**src/verilog/splmc_pkg.sv**
```systemverilog
// constants shared by the loop, mirror and link control files
package splmc_pkg;
	localparam int NPORT = 8;
	localparam int PW = 3;
	// clock and timing
	localparam longint CLK_HZ = 100000000;
	localparam longint PROBE_PERIOD_S = 2;
	localparam longint SECS_PER_MIN = 60;
	localparam longint PROBE_PERIOD_CYC = PROBE_PERIOD_S * CLK_HZ;
	localparam int PERIODS_PER_MIN = int'(SECS_PER_MIN / PROBE_PERIOD_S);
	// register offsets
	localparam logic [7:0] OFS_LD_CTRL = 8'h00;
	localparam logic [7:0] OFS_LD_MAC_LO = 8'h04;
	localparam logic [7:0] OFS_LD_MAC_HI = 8'h08;
	localparam logic [7:0] OFS_LD_PORT_EN = 8'h0C;
	localparam logic [7:0] OFS_LD_RECOV_EN = 8'h10;
	localparam logic [7:0] OFS_LD_RECOV_TIME = 8'h14;
	localparam logic [7:0] OFS_LD_STATUS = 8'h18;
	localparam logic [7:0] OFS_LD_MANUAL = 8'h1C;
	localparam logic [7:0] OFS_MIR_CTRL = 8'h20;
	localparam logic [7:0] OFS_TRUNK = 8'h24;
	localparam logic [7:0] OFS_AN_EN = 8'h28;
	localparam logic [7:0] OFS_FC_EN = 8'h2C;
	localparam logic [7:0] OFS_SPEED = 8'h30;
	localparam logic [7:0] OFS_FULL = 8'h34;
	localparam logic [7:0] OFS_LINK_STATUS = 8'h38;
	localparam logic [7:0] OFS_LINK_SPEED = 8'h3C;
	// mirror control field positions
	localparam int MIR_EN_BIT = 0;
	localparam int MIR_ING_BIT = 1;
	localparam int MIR_EG_BIT = 2;
	localparam int MIR_SRC_LSB = 4;
	localparam int MIR_SRC_VLD_BIT = 7;
	localparam int MIR_DST_LSB = 8;
	// reset values and recovery time range
	localparam logic RST_LD_GLOBAL = 1'b1;
	localparam logic [7:0] RST_LD_PORT_EN = 8'h00;
	localparam logic [7:0] RST_RECOV_EN = 8'hFF;
	localparam logic [5:0] RST_RECOV_TIME = 6'h01;
	localparam logic [5:0] RECOV_MIN = 6'h01;
	localparam logic [5:0] RECOV_MAX = 6'h3C;
	localparam logic [7:0] RST_AN_EN = 8'hFF;
	localparam logic [7:0] RST_FC_EN = 8'h00;
	localparam logic [15:0] RST_SPEED = 16'hFFFF;
	localparam logic [7:0] RST_FULL = 8'hFF;
	// speed codes
	localparam logic [1:0] SPD_10 = 2'h0;
	localparam logic [1:0] SPD_100 = 2'h1;
	localparam logic [1:0] SPD_1000 = 2'h2;
	localparam logic [1:0] SPD_AUTO = 2'h3;
endpackage

```
**src/verilog/splmc_loop_port.sv**
```systemverilog
// per-port loop detection: probe pacing, blocking and timed recovery
`timescale 1ns/1ns
`default_nettype none
module splmc_loop_port (
	input wire logic clk,
	input wire logic rst_n,
	input wire logic tick_probe,
	input wire logic tick_min,
	input wire logic probe_active,
	input wire logic recov_en,
	input wire logic [5:0] recov_time,
	input wire logic probe_rx,
	input wire logic manual_clr,
	output logic blocked,
	output logic manual_done,
	output logic probe_tx
);
	logic [5:0] min_cnt_reg;
	logic blocked_reg;
	logic done_reg;
	logic probe_tx_reg;
	wire block_set = probe_active & probe_rx;
	wire timed_out = blocked_reg & recov_en & tick_min & ((min_cnt_reg + 6'h01) >= recov_time);
	wire release_now = manual_clr | timed_out;

	assign blocked = blocked_reg;
	assign manual_done = done_reg;
	assign probe_tx = probe_tx_reg;

	// a fresh looped probe wins over a release in the same cycle
	always_ff @(posedge clk or negedge rst_n) begin
		if (!rst_n) begin
			blocked_reg <= 1'b0;
		end else if (block_set) begin
			blocked_reg <= 1'b1;
		end else if (release_now) begin
			blocked_reg <= 1'b0;
		end
	end

	// minute counter restarts on blocking and clears on release
	always_ff @(posedge clk or negedge rst_n) begin
		if (!rst_n) begin
			min_cnt_reg <= 6'h00;
		end else if (block_set || release_now || !blocked_reg) begin
			min_cnt_reg <= 6'h00;
		end else if (tick_min && recov_en) begin
			min_cnt_reg <= min_cnt_reg + 6'h01;
		end
	end

	// manual recovery flag, cleared by the next block
	always_ff @(posedge clk or negedge rst_n) begin
		if (!rst_n) begin
			done_reg <= 1'b0;
		end else if (block_set) begin
			done_reg <= 1'b0;
		end else if (manual_clr && blocked_reg) begin
			done_reg <= 1'b1;
		end
	end

	// probing resumes by itself once the port is unblocked
	always_ff @(posedge clk or negedge rst_n) begin
		if (!rst_n) begin
			probe_tx_reg <= 1'b0;
		end else begin
			probe_tx_reg <= tick_probe & probe_active & ~blocked_reg;
		end
	end

	no_probe_blocked_a: assert property (@(posedge clk) disable iff (!rst_n)
		blocked_reg |=> !probe_tx_reg) else $error("probe sent on blocked port");
	block_on_loop_a: assert property (@(posedge clk) disable iff (!rst_n)
		block_set |=> blocked_reg) else $error("looped probe did not block");
	stay_blocked_a: assert property (@(posedge clk) disable iff (!rst_n)
		(blocked_reg && !recov_en && !manual_clr) |=> blocked_reg) else $error("port left block");
endmodule
`default_nettype wire

```
**src/verilog/splmc_link_port.sv**
```systemverilog
// per-port link resolution, crossover and flow control
`timescale 1ns/1ns
`default_nettype none
module splmc_link_port (
	input wire logic clk,
	input wire logic rst_n,
	input wire logic an_en,
	input wire logic [1:0] cfg_speed,
	input wire logic cfg_full,
	input wire logic fc_en,
	input wire logic signal_det,
	input wire logic [1:0] line_speed,
	input wire logic partner_an,
	input wire logic [1:0] partner_speed,
	input wire logic partner_full,
	input wire logic cable_crossed,
	input wire logic rx_buf_full,
	input wire logic rx_carrier,
	output logic link_up,
	output logic [1:0] speed,
	output logic full,
	output logic mdix_swap,
	output logic pause_tx,
	output logic jam_tx
);
	logic up_reg;
	logic [1:0] speed_reg;
	logic full_reg;
	logic swap_reg;
	logic pause_reg;
	logic jam_reg;
	logic buf_full_d_reg;
	wire negotiated = an_en & partner_an;
	wire is_auto = (cfg_speed == splmc_pkg::SPD_AUTO);
	// negotiated links take the preset, or the partner's offer when preset is auto
	wire [1:0] nego_speed = is_auto ? partner_speed : cfg_speed;
	wire nego_full = is_auto ? partner_full : cfg_full;
	// without negotiation the line signal gives speed, always half duplex
	wire [1:0] speed_next = negotiated ? nego_speed : line_speed;
	wire full_next = negotiated & nego_full;
	wire buf_rise = rx_buf_full & ~buf_full_d_reg;

	assign link_up = up_reg;
	assign speed = speed_reg;
	assign full = full_reg;
	assign mdix_swap = swap_reg;
	assign pause_tx = pause_reg;
	assign jam_tx = jam_reg;

	// link state follows the line signal
	always_ff @(posedge clk or negedge rst_n) begin
		if (!rst_n) begin
			up_reg <= 1'b0;
			speed_reg <= splmc_pkg::SPD_10;
			full_reg <= 1'b0;
			swap_reg <= 1'b0;
		end else begin
			up_reg <= signal_det;
			speed_reg <= speed_next;
			full_reg <= full_next;
			swap_reg <= is_auto & cable_crossed;
		end
	end

	// one pause frame per buffer fill; jam held while the station still sends
	always_ff @(posedge clk or negedge rst_n) begin
		if (!rst_n) begin
			buf_full_d_reg <= 1'b0;
			pause_reg <= 1'b0;
			jam_reg <= 1'b0;
		end else begin
			buf_full_d_reg <= rx_buf_full;
			pause_reg <= buf_rise & fc_en & up_reg & full_reg;
			jam_reg <= rx_buf_full & rx_carrier & fc_en & up_reg & ~full_reg;
		end
	end

	half_no_pause_a: assert property (@(posedge clk) disable iff (!rst_n)
		pause_reg |-> $past(full_reg)) else $error("pause in half duplex");
	swap_only_auto_a: assert property (@(posedge clk) disable iff (!rst_n)
		swap_reg |-> $past(is_auto)) else $error("crossover swap outside auto");
endmodule
`default_nettype wire

```
**src/verilog/splmc_ctrl.sv**
```systemverilog
// top of the per-port loop detection, mirroring and link control block
//
// Overview of operation
// With detection on, send probes to set MAC; block a port seeing them back.
// One probe every two seconds on each port with detection active.
// Global enable defaults on, per-port enable off; both needed to probe.
// With recovery option on, unblock after the interval; otherwise stay blocked.
// Recovery interval is 1 to 60 whole minutes, default one minute.
// After an automatic unblock, probing resumes on that port.
// Software reads per-port blocked state and manual recovery completion.
// Ingress mode copies every frame received on the source to the monitor.
// Egress mode copies every frame sent on the source to the monitor.
// Global mirror enable, one source port, one monitor port.
// The monitor port is never a mirror source.
// A trunk member port is refused as monitor port.
// Making the source the monitor drops it from the source set.
// Full duplex with flow control: pause frame when receive buffers fill.
// Half duplex with flow control: jam collision at the sending station.
// Partner without negotiation: speed from line signal, half duplex.
// Negotiation uses the port's preset speed and duplex.
// Gigabit copper has no forced mode; negotiation stays on.
// Crossover swap follows the cable only when speed is auto.
// Recovery timed by per-port minute counter, restarted on block, cleared on release.
// Mirroring only adds a copy; normal forwarding is untouched.
//
// Decided for this implementation: the address-and-strobe port and the placing of the registers.
`timescale 1ns/1ns
`default_nettype none
module splmc_ctrl #(
	parameter longint PROBE_PERIOD_CYCLES = splmc_pkg::PROBE_PERIOD_CYC
) (
	input wire logic clk,
	input wire logic rst_n,
	input wire logic [7:0] reg_addr,
	input wire logic [31:0] reg_wdata,
	input wire logic reg_wr,
	input wire logic reg_rd,
	output logic [31:0] reg_rdata,
	input wire logic [7:0] rx_hdr_valid,
	input wire logic [7:0] rx_is_probe,
	input wire logic [383:0] rx_dmac,
	output logic [7:0] probe_tx,
	output logic [47:0] probe_dmac,
	output logic [7:0] port_blocked,
	input wire logic [7:0] ing_sof,
	input wire logic [7:0] eg_sof,
	output logic mir_ing_copy,
	output logic mir_eg_copy,
	output logic [2:0] mir_src_port,
	output logic [2:0] mir_dst_port,
	input wire logic [7:0] signal_det,
	input wire logic [15:0] line_speed,
	input wire logic [7:0] partner_an,
	input wire logic [15:0] partner_speed,
	input wire logic [7:0] partner_full,
	input wire logic [7:0] cable_crossed,
	input wire logic [7:0] rx_buf_full,
	input wire logic [7:0] rx_carrier,
	output logic [7:0] link_up,
	output logic [15:0] link_speed,
	output logic [7:0] link_full,
	output logic [7:0] mdix_swap,
	output logic [7:0] pause_tx,
	output logic [7:0] jam_tx
);
	localparam logic [27:0] PER_LAST = 28'(PROBE_PERIOD_CYCLES - 1);
	localparam logic [4:0] MIN_LAST = 5'(splmc_pkg::PERIODS_PER_MIN - 1);

	logic ld_glob_reg;
	logic [31:0] mac_lo_reg;
	logic [15:0] mac_hi_reg;
	logic [7:0] ld_port_en_reg;
	logic [7:0] recov_en_reg;
	logic [5:0] recov_time_reg;
	logic mir_en_reg;
	logic mir_ing_reg;
	logic mir_eg_reg;
	logic [2:0] mir_src_reg;
	logic mir_src_vld_reg;
	logic [2:0] mir_dst_reg;
	logic [7:0] trunk_reg;
	logic [7:0] an_en_reg;
	logic [7:0] fc_en_reg;
	logic [15:0] speed_cfg_reg;
	logic [7:0] full_cfg_reg;
	logic [31:0] rdata_reg;
	logic [27:0] per_cnt_reg;
	logic [4:0] min_cnt_reg;
	logic tick_probe_reg;
	logic tick_min_reg;
	logic ing_copy_reg;
	logic eg_copy_reg;
	logic [7:0] blocked_w;
	logic [7:0] done_w;
	logic [7:0] probe_w;

	// address decode
	wire hit_ld_ctrl = (reg_addr == splmc_pkg::OFS_LD_CTRL);
	wire hit_mac_lo = (reg_addr == splmc_pkg::OFS_LD_MAC_LO);
	wire hit_mac_hi = (reg_addr == splmc_pkg::OFS_LD_MAC_HI);
	wire hit_port_en = (reg_addr == splmc_pkg::OFS_LD_PORT_EN);
	wire hit_recov_en = (reg_addr == splmc_pkg::OFS_LD_RECOV_EN);
	wire hit_recov_time = (reg_addr == splmc_pkg::OFS_LD_RECOV_TIME);
	wire hit_status = (reg_addr == splmc_pkg::OFS_LD_STATUS);
	wire hit_manual = (reg_addr == splmc_pkg::OFS_LD_MANUAL);
	wire hit_mir = (reg_addr == splmc_pkg::OFS_MIR_CTRL);
	wire hit_trunk = (reg_addr == splmc_pkg::OFS_TRUNK);
	wire hit_an = (reg_addr == splmc_pkg::OFS_AN_EN);
	wire hit_fc = (reg_addr == splmc_pkg::OFS_FC_EN);
	wire hit_speed = (reg_addr == splmc_pkg::OFS_SPEED);
	wire hit_full = (reg_addr == splmc_pkg::OFS_FULL);
	wire hit_lstat = (reg_addr == splmc_pkg::OFS_LINK_STATUS);
	wire hit_lspeed = (reg_addr == splmc_pkg::OFS_LINK_SPEED);

	// out-of-range recovery times are ignored so the interval stays legal
	wire [5:0] wr_time = reg_wdata[5:0];
	wire time_ok = (wr_time >= splmc_pkg::RECOV_MIN) && (wr_time <= splmc_pkg::RECOV_MAX);

	// mirror write: trunk monitor refused, source equal to monitor dropped
	wire [2:0] wr_dst = reg_wdata[splmc_pkg::MIR_DST_LSB +: 3];
	wire [2:0] wr_src = reg_wdata[splmc_pkg::MIR_SRC_LSB +: 3];
	wire [2:0] new_dst = trunk_reg[wr_dst] ? mir_dst_reg : wr_dst;
	wire new_src_vld = reg_wdata[splmc_pkg::MIR_SRC_VLD_BIT] & (wr_src != new_dst);

	// readback values
	wire [7:0] link_up_w;
	wire [15:0] link_speed_w;
	wire [7:0] link_full_w;
	wire [7:0] swap_w;
	wire [7:0] pause_w;
	wire [7:0] jam_w;
	wire [31:0] mir_rd = {21'h000000, mir_dst_reg, mir_src_vld_reg, mir_src_reg, 1'b0, mir_eg_reg, mir_ing_reg,
		mir_en_reg};
	wire [31:0] rd_mux =
		hit_ld_ctrl ? {31'h00000000, ld_glob_reg} :
		hit_mac_lo ? mac_lo_reg :
		hit_mac_hi ? {16'h0000, mac_hi_reg} :
		hit_port_en ? {24'h000000, ld_port_en_reg} :
		hit_recov_en ? {24'h000000, recov_en_reg} :
		hit_recov_time ? {26'h0000000, recov_time_reg} :
		hit_status ? {16'h0000, done_w, blocked_w} :
		hit_mir ? mir_rd :
		hit_trunk ? {24'h000000, trunk_reg} :
		hit_an ? {24'h000000, an_en_reg} :
		hit_fc ? {24'h000000, fc_en_reg} :
		hit_speed ? {16'h0000, speed_cfg_reg} :
		hit_full ? {24'h000000, full_cfg_reg} :
		hit_lstat ? {8'h00, swap_w, link_full_w, link_up_w} :
		hit_lspeed ? {16'h0000, link_speed_w} :
		32'h00000000;

	// loop detection configuration
	always_ff @(posedge clk or negedge rst_n) begin
		if (!rst_n) begin
			ld_glob_reg <= splmc_pkg::RST_LD_GLOBAL;
			mac_lo_reg <= 32'h00000000;
			mac_hi_reg <= 16'h0000;
			ld_port_en_reg <= splmc_pkg::RST_LD_PORT_EN;
			recov_en_reg <= splmc_pkg::RST_RECOV_EN;
			recov_time_reg <= splmc_pkg::RST_RECOV_TIME;
		end else if (reg_wr) begin
			if (hit_ld_ctrl) ld_glob_reg <= reg_wdata[0];
			if (hit_mac_lo) mac_lo_reg <= reg_wdata;
			if (hit_mac_hi) mac_hi_reg <= reg_wdata[15:0];
			if (hit_port_en) ld_port_en_reg <= reg_wdata[7:0];
			if (hit_recov_en) recov_en_reg <= reg_wdata[7:0];
			if (hit_recov_time && time_ok) recov_time_reg <= wr_time;
		end
	end

	// mirror and trunk configuration
	always_ff @(posedge clk or negedge rst_n) begin
		if (!rst_n) begin
			mir_en_reg <= 1'b0;
			mir_ing_reg <= 1'b0;
			mir_eg_reg <= 1'b0;
			mir_src_reg <= 3'h0;
			mir_src_vld_reg <= 1'b0;
			mir_dst_reg <= 3'h0;
			trunk_reg <= 8'h00;
		end else if (reg_wr) begin
			if (hit_mir) begin
				mir_en_reg <= reg_wdata[splmc_pkg::MIR_EN_BIT];
				mir_ing_reg <= reg_wdata[splmc_pkg::MIR_ING_BIT];
				mir_eg_reg <= reg_wdata[splmc_pkg::MIR_EG_BIT];
				mir_src_reg <= wr_src;
				mir_src_vld_reg <= new_src_vld;
				mir_dst_reg <= new_dst;
			end
			if (hit_trunk) trunk_reg <= reg_wdata[7:0];
		end
	end

	// link configuration
	always_ff @(posedge clk or negedge rst_n) begin
		if (!rst_n) begin
			an_en_reg <= splmc_pkg::RST_AN_EN;
			fc_en_reg <= splmc_pkg::RST_FC_EN;
			speed_cfg_reg <= splmc_pkg::RST_SPEED;
			full_cfg_reg <= splmc_pkg::RST_FULL;
		end else if (reg_wr) begin
			if (hit_an) an_en_reg <= reg_wdata[7:0];
			if (hit_fc) fc_en_reg <= reg_wdata[7:0];
			if (hit_speed) speed_cfg_reg <= reg_wdata[15:0];
			if (hit_full) full_cfg_reg <= reg_wdata[7:0];
		end
	end

	// read data valid only in the cycle after the strobe
	always_ff @(posedge clk or negedge rst_n) begin
		if (!rst_n) begin
			rdata_reg <= 32'h00000000;
		end else begin
			rdata_reg <= reg_rd ? rd_mux : 32'h00000000;
		end
	end

	// two-second and one-minute ticks shared by all ports
	always_ff @(posedge clk or negedge rst_n) begin
		if (!rst_n) begin
			per_cnt_reg <= 28'h0000000;
			min_cnt_reg <= 5'h00;
			tick_probe_reg <= 1'b0;
			tick_min_reg <= 1'b0;
		end else begin
			tick_probe_reg <= (per_cnt_reg == PER_LAST);
			tick_min_reg <= (per_cnt_reg == PER_LAST) && (min_cnt_reg == MIN_LAST);
			per_cnt_reg <= (per_cnt_reg == PER_LAST) ? 28'h0000000 : per_cnt_reg + 28'h0000001;
			if (per_cnt_reg == PER_LAST) begin
				min_cnt_reg <= (min_cnt_reg == MIN_LAST) ? 5'h00 : min_cnt_reg + 5'h01;
			end
		end
	end

	// per-port loop and link logic
	genvar gp;
	generate
		for (gp = 0; gp < splmc_pkg::NPORT; gp++) begin : g_port
			// a looped probe carries our type and our destination address
			wire probe_back = rx_hdr_valid[gp] & rx_is_probe[gp] & (rx_dmac[gp*48 +: 48] == {mac_hi_reg, mac_lo_reg});
			// gigabit preset forces negotiation on, there is no forced gigabit mode
			wire an_eff = an_en_reg[gp] | (speed_cfg_reg[gp*2 +: 2] == splmc_pkg::SPD_1000);
			splmc_loop_port u_loop (
				.clk(clk),
				.rst_n(rst_n),
				.tick_probe(tick_probe_reg),
				.tick_min(tick_min_reg),
				.probe_active(ld_glob_reg & ld_port_en_reg[gp]),
				.recov_en(recov_en_reg[gp]),
				.recov_time(recov_time_reg),
				.probe_rx(probe_back),
				.manual_clr(reg_wr & hit_manual & reg_wdata[gp]),
				.blocked(blocked_w[gp]),
				.manual_done(done_w[gp]),
				.probe_tx(probe_w[gp])
			);
			splmc_link_port u_link (
				.clk(clk),
				.rst_n(rst_n),
				.an_en(an_eff),
				.cfg_speed(speed_cfg_reg[gp*2 +: 2]),
				.cfg_full(full_cfg_reg[gp]),
				.fc_en(fc_en_reg[gp]),
				.signal_det(signal_det[gp]),
				.line_speed(line_speed[gp*2 +: 2]),
				.partner_an(partner_an[gp]),
				.partner_speed(partner_speed[gp*2 +: 2]),
				.partner_full(partner_full[gp]),
				.cable_crossed(cable_crossed[gp]),
				.rx_buf_full(rx_buf_full[gp]),
				.rx_carrier(rx_carrier[gp]),
				.link_up(link_up_w[gp]),
				.speed(link_speed_w[gp*2 +: 2]),
				.full(link_full_w[gp]),
				.mdix_swap(swap_w[gp]),
				.pause_tx(pause_w[gp]),
				.jam_tx(jam_w[gp])
			);
		end
	endgenerate

	// mirror copy requests; forwarding of the original never passes through here
	wire mir_live = mir_en_reg & mir_src_vld_reg & (mir_src_reg != mir_dst_reg);
	always_ff @(posedge clk or negedge rst_n) begin
		if (!rst_n) begin
			ing_copy_reg <= 1'b0;
			eg_copy_reg <= 1'b0;
		end else begin
			ing_copy_reg <= mir_live & mir_ing_reg & ing_sof[mir_src_reg];
			eg_copy_reg <= mir_live & mir_eg_reg & eg_sof[mir_src_reg];
		end
	end

	// outputs straight from flops
	assign reg_rdata = rdata_reg;
	assign probe_tx = probe_w;
	assign probe_dmac = {mac_hi_reg, mac_lo_reg};
	assign port_blocked = blocked_w;
	assign mir_ing_copy = ing_copy_reg;
	assign mir_eg_copy = eg_copy_reg;
	assign mir_src_port = mir_src_reg;
	assign mir_dst_port = mir_dst_reg;
	assign link_up = link_up_w;
	assign link_speed = link_speed_w;
	assign link_full = link_full_w;
	assign mdix_swap = swap_w;
	assign pause_tx = pause_w;
	assign jam_tx = jam_w;

	// rule checks sit beside the logic; link checks watch port 0 as a sample of all ports
	ing_copy_a: assert property (@(posedge clk) disable iff (!rst_n)
		(mir_live && mir_ing_reg && ing_sof[mir_src_reg]) |=> ing_copy_reg) else $error("ingress copy missing");
	eg_copy_a: assert property (@(posedge clk) disable iff (!rst_n)
		(mir_live && mir_eg_reg && eg_sof[mir_src_reg]) |=> eg_copy_reg) else $error("egress copy missing");
	mirror_off_a: assert property (@(posedge clk) disable iff (!rst_n)
		!$past(mir_en_reg) |-> !(ing_copy_reg || eg_copy_reg)) else $error("copy while mirror off");
	monitor_not_src_a: assert property (@(posedge clk) disable iff (!rst_n)
		mir_src_vld_reg |-> (mir_src_reg != mir_dst_reg)) else $error("monitor is also source");
	trunk_dst_kept_a: assert property (@(posedge clk) disable iff (!rst_n)
		(reg_wr && hit_mir && trunk_reg[wr_dst]) |=> $stable(mir_dst_reg)) else $error("trunk monitor taken");
	src_drop_a: assert property (@(posedge clk) disable iff (!rst_n)
		(reg_wr && hit_mir && (wr_src == new_dst)) |=> !mir_src_vld_reg) else $error("source kept as monitor");
	probe_needs_en_a: assert property (@(posedge clk) disable iff (!rst_n)
		(probe_w != 8'h00) |-> $past(ld_glob_reg)) else $error("probe with global off");
	probe_on_tick_a: assert property (@(posedge clk) disable iff (!rst_n)
		(probe_w != 8'h00) |-> $past(tick_probe_reg)) else $error("probe outside its period");
	time_range_a: assert property (@(posedge clk) disable iff (!rst_n)
		(recov_time_reg >= 6'h01) && (recov_time_reg <= 6'h3C)) else $error("recovery time out of range");
	status_read_a: assert property (@(posedge clk) disable iff (!rst_n)
		(reg_rd && hit_status) |=> (reg_rdata[7:0] == $past(blocked_w))) else $error("bad status read");
	half_no_nego_a: assert property (@(posedge clk) disable iff (!rst_n)
		!partner_an[0] |=> !link_full_w[0]) else $error("full duplex without negotiation");
	jam_half_only_a: assert property (@(posedge clk) disable iff (!rst_n)
		jam_w[0] |-> !$past(link_full_w[0])) else $error("jam in full duplex");
	gig_forced_an_a: assert property (@(posedge clk) disable iff (!rst_n)
		(speed_cfg_reg[1:0] == 2'h2 && partner_an[0]) |=> (link_speed_w[1:0] == 2'h2)) else $error("gig forced mode");

	block_cov: cover property (@(posedge clk) disable iff (!rst_n) $rose(blocked_w[0]));
	recover_cov: cover property (@(posedge clk) disable iff (!rst_n) $fell(blocked_w[0]));
	mirror_cov: cover property (@(posedge clk) disable iff (!rst_n) ing_copy_reg && eg_copy_reg);
	pause_cov: cover property (@(posedge clk) disable iff (!rst_n) pause_w != 8'h00);
	jam_cov: cover property (@(posedge clk) disable iff (!rst_n) jam_w != 8'h00);
endmodule
`default_nettype wire

```
**config.mk**
```make
export PLATFORM = sky130hd
export DESIGN_NAME = splmc_ctrl
export DESIGN_NICKNAME = d
export VERILOG_FILES = /design/src/verilog/splmc_pkg.sv /design/src/verilog/splmc_loop_port.sv /design/src/verilog/splmc_link_port.sv /design/src/verilog/splmc_ctrl.sv
export SDC_FILE = /design/constraint.sdc
export NUM_CORES = 1
export LEC_CHECK = 0
export ABC_AREA = 1
export ABC_CLOCK_PERIOD_IN_PS = 2300
export BUFFER_PORTS_ARGS = -buffer_cell sky130_fd_sc_hd__buf_2
export CAP_MARGIN = 20
export CORE_AREA = 2 2 276 278
export DETAILED_ROUTE_END_ITERATION = 8
export DIE_AREA = 0 0 278 280
export SLEW_MARGIN = 20
export SYNTH_ARGS = -nofsm -noshare
export SYNTH_HDL_FRONTEND = slang
export SYNTH_HIERARCHICAL = 1
export SYNTH_SLANG_ARGS = --single-unit
```
**constraint.sdc**
```tcl
create_clock -name clk -period 2.3 [get_ports clk]
set_clock_uncertainty 0.05 [all_clocks]
set_input_delay 0.115 -clock clk [delete_from_list [all_inputs] [get_ports clk]]
set_output_delay 0.115 -clock clk [all_outputs]
set_load 0.005 [all_outputs]
```
==> impl_metrics.ini, run 1 <==
[logic_synthesis]
synthArstFlopShare = 1.000
yosys-top-cells-area = dfrtp_1, nand2_1, o21ai_0
synth_ff_type = dfrtp_1
synth_edf_count = 0
synthTopCellsByCount = nand2_1, inv_1, dfrtp_1
netlist.area_leader.share = 0.3357
yosys.area.top_type = dfrtp_1
synthDistinctLibCells = 63
ys_seq_area_frac = 0.3865
synth_cells = 2923
synth_area_um2 = 21760
yosysMostFrequentCell = nand2_1
syn_nets = 3522
postSynthAreaPerCell_um2 = 7.446
ys_ff_latch = 334
yosys_warnings = 6

[sta]
fin_hold_ws_ps = 11.03
finalHoldViolCount = 0
rsz0062_at_grt = yes
slew_viol_final = 0
fin_setup_tns_ps = -13290
tightest_slew_ps = 983.2
slew_headroom = 0.3439
setup_viol = 60
finalCritPeriodShare = 1.134
max_freq_ghz = 0.3835
min_period_ps = 2607
setup_ws_ps = -307.3

[floorplan]
dieHeight_um = 280
die-area_um2 = 77840
core_um2 = 75190
die_w_um = 278
fp-row-count = 101
start_util = 0.2894
ios = 700

[route]
drtAntennaViolNets = 0
wl_per_cell_um = 26.71
num_vias = 27100
drt_wl_total_um = 137700
post-route-drc-count = 0
drt-initial-drc-count = 2916
drt-pass1-iter-count = 5
via_per_inst = 5.257

[power_and_ir_drop]
seq_power_share = 0.382
cell_internal_pwr_uw = 11340
power.density_nw_per_um2 = 488.1
clockPowerShare = 0.410
leakage_uw = 0.01681
p_sw_frac = 0.3040
combPwrFrac = 0.209
p_switching_uw = 4952
ir_drop_uv = 397.6

[worst_setup_path]
setup.worst_path.start_class = flip-flop
worstPathRequired_ps = 2720
worst-endpoint-arrival_ps = 3030
rr_worst_depth = 12
reg2reg_from = mac_lo_reg[29]
crit_path_end_kind = flip-flop
ff2ff_setup_slack_ps = -310
critical_path_class = flip-flop to flip-flop
crit_path_max_fanout = 7
reg2reg_to = g_port[1].u_loop/min_cnt_reg[3]

[cts]
numCtsBuffers = 42
cts_buffer_depth = 3
cts_tree = built
insertion_delay_ps = 580
root_buffer = clkbuf_16
path_clk_slew_ps = 70
cts_sinks = 334
htreeDepth = 2

[finish]
drive_gt1_frac = 0.3541
fin_cells = 5155
largest_reg_flops = 48
area_delta_synth_final_pct = 53.35
nets = 4699

[grt]
grt_max_degree = 65
grt_pass1_wl_um = 191400
grt.overflow.total = 0
grt_usage = 0.3443
antenna_found_initial = 70
grt_pass1_vias = 26300

[outcome]
violations = setup timing
status = complete, but fails checks

[placement]
portBuffers = 699
hpwl_um = 113300
pre_cts_ws_ps = -1050
place_inst = 4836
globalplace.congestion = 1.058

[min_path]
hold_path.class = input pin to asynchronous set/reset pin

[flow_run]
max_cap_viol_count = 0
==> placed cells by master (no fill, tap or decap), types with 29 or more instances in the layout <==
cell / instances
diode_2: 45
dlygate4sd3_1: 151
inv_2: 44
nand3_1: 95
nor2_2: 35
inv_1: 305
nor4_1: 29
xor2_1: 55
xnor2_1: 69
o21ai_0: 232
ha_1: 59
dfstp_2: 42
nor2_1: 160
buf_12: 44
dfrtp_1: 290
buf_6: 44
a21oi_1: 90
nor3_1: 31
buf_4: 293
a22o_1: 36
nand4_1: 95
o22ai_1: 72
buf_2: 698
nand2_1: 770
clkbuf_16: 43
==> power by group through the flow <==
stage | sequential (uW) | combinational, uW | clock (uW)
after floorplan | 6270 | 981 | 0
after global placement | 6310 | 2950 | 0
after detailed placement | 6310 | 2940 | 0
after CTS | 6210 | 3270 | 6750
after global routing | 6230 | 3580 | 6980
final | 6220 | 3400 | 6670
==> routing by layer <==
| layer | global-route usage | part of all wire |
|---|---|---|
| met1 | 0.4251 | 0.39 |
| met2 | 0.5502 | 0.45 |
| met3 | 0.08302 | 0.097 |
| met4 | 0.1965 | 0.067 |
| met5 | 0 | 0.0019 |
==> final cells by class <==
cell class	instances	area [um2]
antenna	45	112.6
clock buffer	60	1220
clock inverter	16	137.6
fill	7608	41820
inverter	364	1384
multi-input combinational	2123	12240
sequential	334	8413
tap	978	1224
timing repair buffer	1234	8641
timing repair inverter	1	5.005
==> cells by family (layout without fill, tap and decap cells) <==
family / Yosys count / count (layout) / synth area share
xor gates and xnor gates: 135 / 135 / 0.05433
muxes: 1 / 1 / 0.0004599
adders and majority gates: 59 / 59 / 0.03392
buffers and inverters: 466 / 1675 / 0.08629
and+or+nand+nor: 1387 / 1387 / 0.2907
DFF: 334 / 334 / 0.3865
AOI/OAI and AO/OA: 541 / 541 / 0.1479
other: 0 / 45 / 0
==> stage by stage <==
stage,power [uW],util,instance area (um2)
after floorplan,7249,-,21760
after global placement,9265,0.3860,29020
after detailed placement,9252,0.3860,29020
after CTS,16230,0.4369,32850
after global routing,16790,0.4433,33340
final,16290,0.4438,33370
==> worst max-delay path, cell delays in order, from the launching register on <==
cell	delay, ps
dfrtp_1	390
clkinvlp_4	260
buf_6	220
buf_6	110
a22o_1	220
nor4_1	230
and3_1	210
nand4_1	140
nor2_4	230
nand2_4	100
and3_4	190
nand4_1	90
nand2_1	60
==> what timing repair did <==
action                                 4_1_cts  5_1_grt
cloned                                       0        1
pin swaps                                   67       54
gates resized for setup                    173       92
setup endpoints to repair                   64       68
endpoints found under the hold margin      418        0
buffers inserted                            36       16
hold buffers                               152        0
==> worst max-delay path by stage <==
stage / from / end / slack, ps
floorplan: mac_lo_reg[3] / g_port[4].u_loop/min_cnt_reg[0] / 50
global placement: mac_hi_reg[8] / g_port[0].u_loop/min_cnt_reg[2] / -920
detailed placement: mac_hi_reg[11] / g_port[3].u_loop/min_cnt_reg[5] / -1050
CTS: mac_hi_reg[0] / g_port[0].u_loop/blocked / -320
global route: mac_lo_reg[5] / g_port[0].u_loop/min_cnt_reg[4] / -380
finish: mac_lo_reg[29] / g_port[1].u_loop/min_cnt_reg[3] / -310
No activity file was read; power rests on OpenSTA's default activity.
==> inputs of run 2 (changes only) <==
--- a/config.mk
+++ b/config.mk
@@ -7,11 +7,12 @@
 export LEC_CHECK = 0
 export ABC_AREA = 1
 export ABC_CLOCK_PERIOD_IN_PS = 2300
-export BUFFER_PORTS_ARGS = -buffer_cell sky130_fd_sc_hd__buf_2
+export BUFFER_PORTS_ARGS = -buffer_cell sky130_fd_sc_hd__clkbuf_2
 export CAP_MARGIN = 20
 export CORE_AREA = 2 2 276 278
 export DETAILED_ROUTE_END_ITERATION = 8
 export DIE_AREA = 0 0 278 280
+export PLACE_DENSITY = 0.56
 export SLEW_MARGIN = 20
 export SYNTH_ARGS = -nofsm -noshare
 export SYNTH_HDL_FRONTEND = slang
==> constraint.sdc (replaced) <==
create_clock -name clk -period 2.3 [get_ports clk]
set_clock_uncertainty 0.05 [all_clocks]
set_input_delay 0.46 -clock clk [delete_from_list [all_inputs] [get_ports clk]]
set_output_delay 0.46 -clock clk [all_outputs]
set_load 0.005 [all_outputs]
==> run 2 against run 1 <==
  * The run still ends with setup timing left
  * Count of clock-buffer cells in the layout decreased by 1
  * First-iteration DRC count decreased by 16%
  * Clock power increased by 3.0%
  * Global-route usage decreased by 0.27 points
  * Final area decreased by 1.7%
  * Sequential power about the same
  * Critical path depth increased by 5
  * Cell count decreased by 0.93%
  * Worst setup slack got worse by 150 ps
  * Die area unchanged
  * Utilization decreased by 0.73 points
  * Combinational power decreased by 3%
  * Largest power group unchanged
==> impl_metrics.ini, run 2 (same netlist as run 1, synthesis figures left out) <==
[outcome]
status = complete, but fails checks
violations = setup timing

[sta]
fin_hold_ws_ps = 25.59
slew_headroom = 0.5770
max_freq_ghz = 0.3630
rsz0062_at_grt = yes
min_period_ps = 2755
tightest_slew_ps = 634.5
finalHoldViolCount = 0
setup_ws_ps = -454.7
setup_viol = 62
slew_viol_final = 0
finalCritPeriodShare = 1.198

[finish]
final_common_cell = nand2_1
seq_area_um2 = 8421
largest_reg_flops = 48
fill_cells = 7915
area_delta_synth_final_pct = 50.81
final_cell_mix = nand2_1, clkbuf_2, buf_4
drive_gt1_frac = 0.3762
nets = 4663
utilization = 0.4365
multi_input_area_um2 = 12140
fin_cells = 5107

[cts]
numCtsBuffers = 40
cts_sinks = 334
cts_buffer_depth = 3
root_buffer = clkbuf_16
path_clk_slew_ps = 60
htreeDepth = 2
cts_tree = built
insertion_delay_ps = 580

[min_path]
min_path_cells = 3
hold_path.class = input pin to flip-flop

[placement]
place_inst = 4942
pre_cts_ws_ps = -1502
globalplace.congestion = 1.044
portBuffers = 699
hpwl_um = 115100

[flow_run]
max_cap_viol_count = 0

[route]
drt-initial-drc-count = 2453
post-route-drc-count = 0
via_per_inst = 5.200
drtAntennaViolNets = 0
drt_wl_total_um = 137300
drt-pass1-iter-count = 6
wl_per_cell_um = 26.88
num_vias = 26560

[grt]
use_met2 = 0.5497
grt_max_degree = 59
grtUsageMet3 = 0.07719
gr-max-usage-layer = met2
antenna_found_initial = 54
grt_usage = 0.3416
grt_use_met1 = 0.4285
grt_pass1_wl_um = 188400
grt.overflow.total = 0
grt_pass1_vias = 25310

[worst_setup_path]
crit_path_end_kind = flip-flop
critical_path_class = flip-flop to flip-flop
setup.worst_path.start_class = flip-flop
rr_worst_depth = 17
worstPathRequired_ps = 2700
worst-endpoint-arrival_ps = 3160
crit_path_max_fanout = 7

[floorplan]
die-area_um2 = 77840
fp-row-count = 101
dieHeight_um = 280
ios = 700
die_w_um = 278
start_util = 0.2894
core_um2 = 75190

[power_and_ir_drop]
combPwrFrac = 0.201
p_sw_frac = 0.3004
seq_power_share = 0.380
p_switching_uw = 4926
cell_internal_pwr_uw = 11470
power.density_nw_per_um2 = 499.6
leakage_uw = 0.01678
finalPower_uw = 16400
clockPowerShare = 0.419
ir_drop_uv = 469.5
run 2: cell types whose count changed in the layout (fill, tap and decap cells not counted), sizes merged, moves of 3 or more:
cell,previous run,this run
clkinv,24,17
dlygate4sd3,151,16
buf,1083,487
clkbuf,60,757
diode,45,33
bufinv,1,4
inv,351,354
run 2: area by class of cell:
class,instances,share of cell area
Multi-Input combinational cell,2123,0.3700
Sequential cell,334,0.2566
Timing Repair Buffer,1201,0.2492
Inverter,364,0.04224
Tap cell,978,0.03728
Clock buffer,59,0.03572
Clock inverter,15,0.006519
Antenna cell,33,0.002516
run 2: per-stage QoR:
| step | TNS (ps) | cell area (um2) |
|---|---|---|
| floorplan | 0 | 21760 |
| global placement | -45070 | 29960 |
| detailed placement | -45590 | 29960 |
| CTS | -12050 | 32340 |
| global route | -22250 | 32800 |
| finish | -16300 | 32820 |
run 2: what timing repair did:
action                                  CTS  global route
gates cloned                              0             0
buffers inserted                         30            18
resized for setup                       156            72
pin swaps                                66            58
endpoints found under the setup margin   64            65
hold buffers                             16             0
hold endpoints to repair                 42             0
run 2: power by group through the flow:
stage	registers, uW	logic, uW	clock network, uW
6_report	6240	3290	6870
5_1_grt	6250	3460	7200
4_1_cts	6230	3190	6980
3_5_place_dp	6330	3020	0
3_3_place_gp	6330	3030	0
2_1_floorplan	6270	981	0
run 2: final timing paths:
kind / slack, ps / end / from
worst max-delay path: -450 / g_port[6].u_loop/min_cnt_reg[2] / mac_hi_reg[11]
worst min-delay path: 30 / g_port[6].u_link/mdix_swap / cable_crossed[6]
worst max register to register: -450 / g_port[6].u_loop/min_cnt_reg[2] / mac_hi_reg[11]
worst min register to register: 350 / g_port[1].u_link/pause_tx / g_port[1].u_link/buf_full_d_reg
max in group asynchronous: 1090 / speed_cfg_reg[15] / rst_n
min in group asynchronous: 340 / g_port[5].u_loop/probe_tx / rst_n
run 2: critical path, cell delays in order, from the launching register on:
cell	delay [ps]
dfrtp_2	480
buf_4	160
buf_6	100
buf_6	100
inv_4	50
buf_12	120
buf_8	100
o21ai_1	60
a211oi_2	160
o2111ai_1	160
a211oi_2	210
nand4_1	120
nor2_2	160
buf_6	150
nand2_8	70
and3_4	180
nand4_1	90
nand2_1	50
run 2: layer usage:
layer / wire, um / vias up
met1: 54700 / 12840
met3: 11870 / 299
li1: - / 12100
met4: 7881 / 30
met5: 196 / -
met2: 62650 / 1284
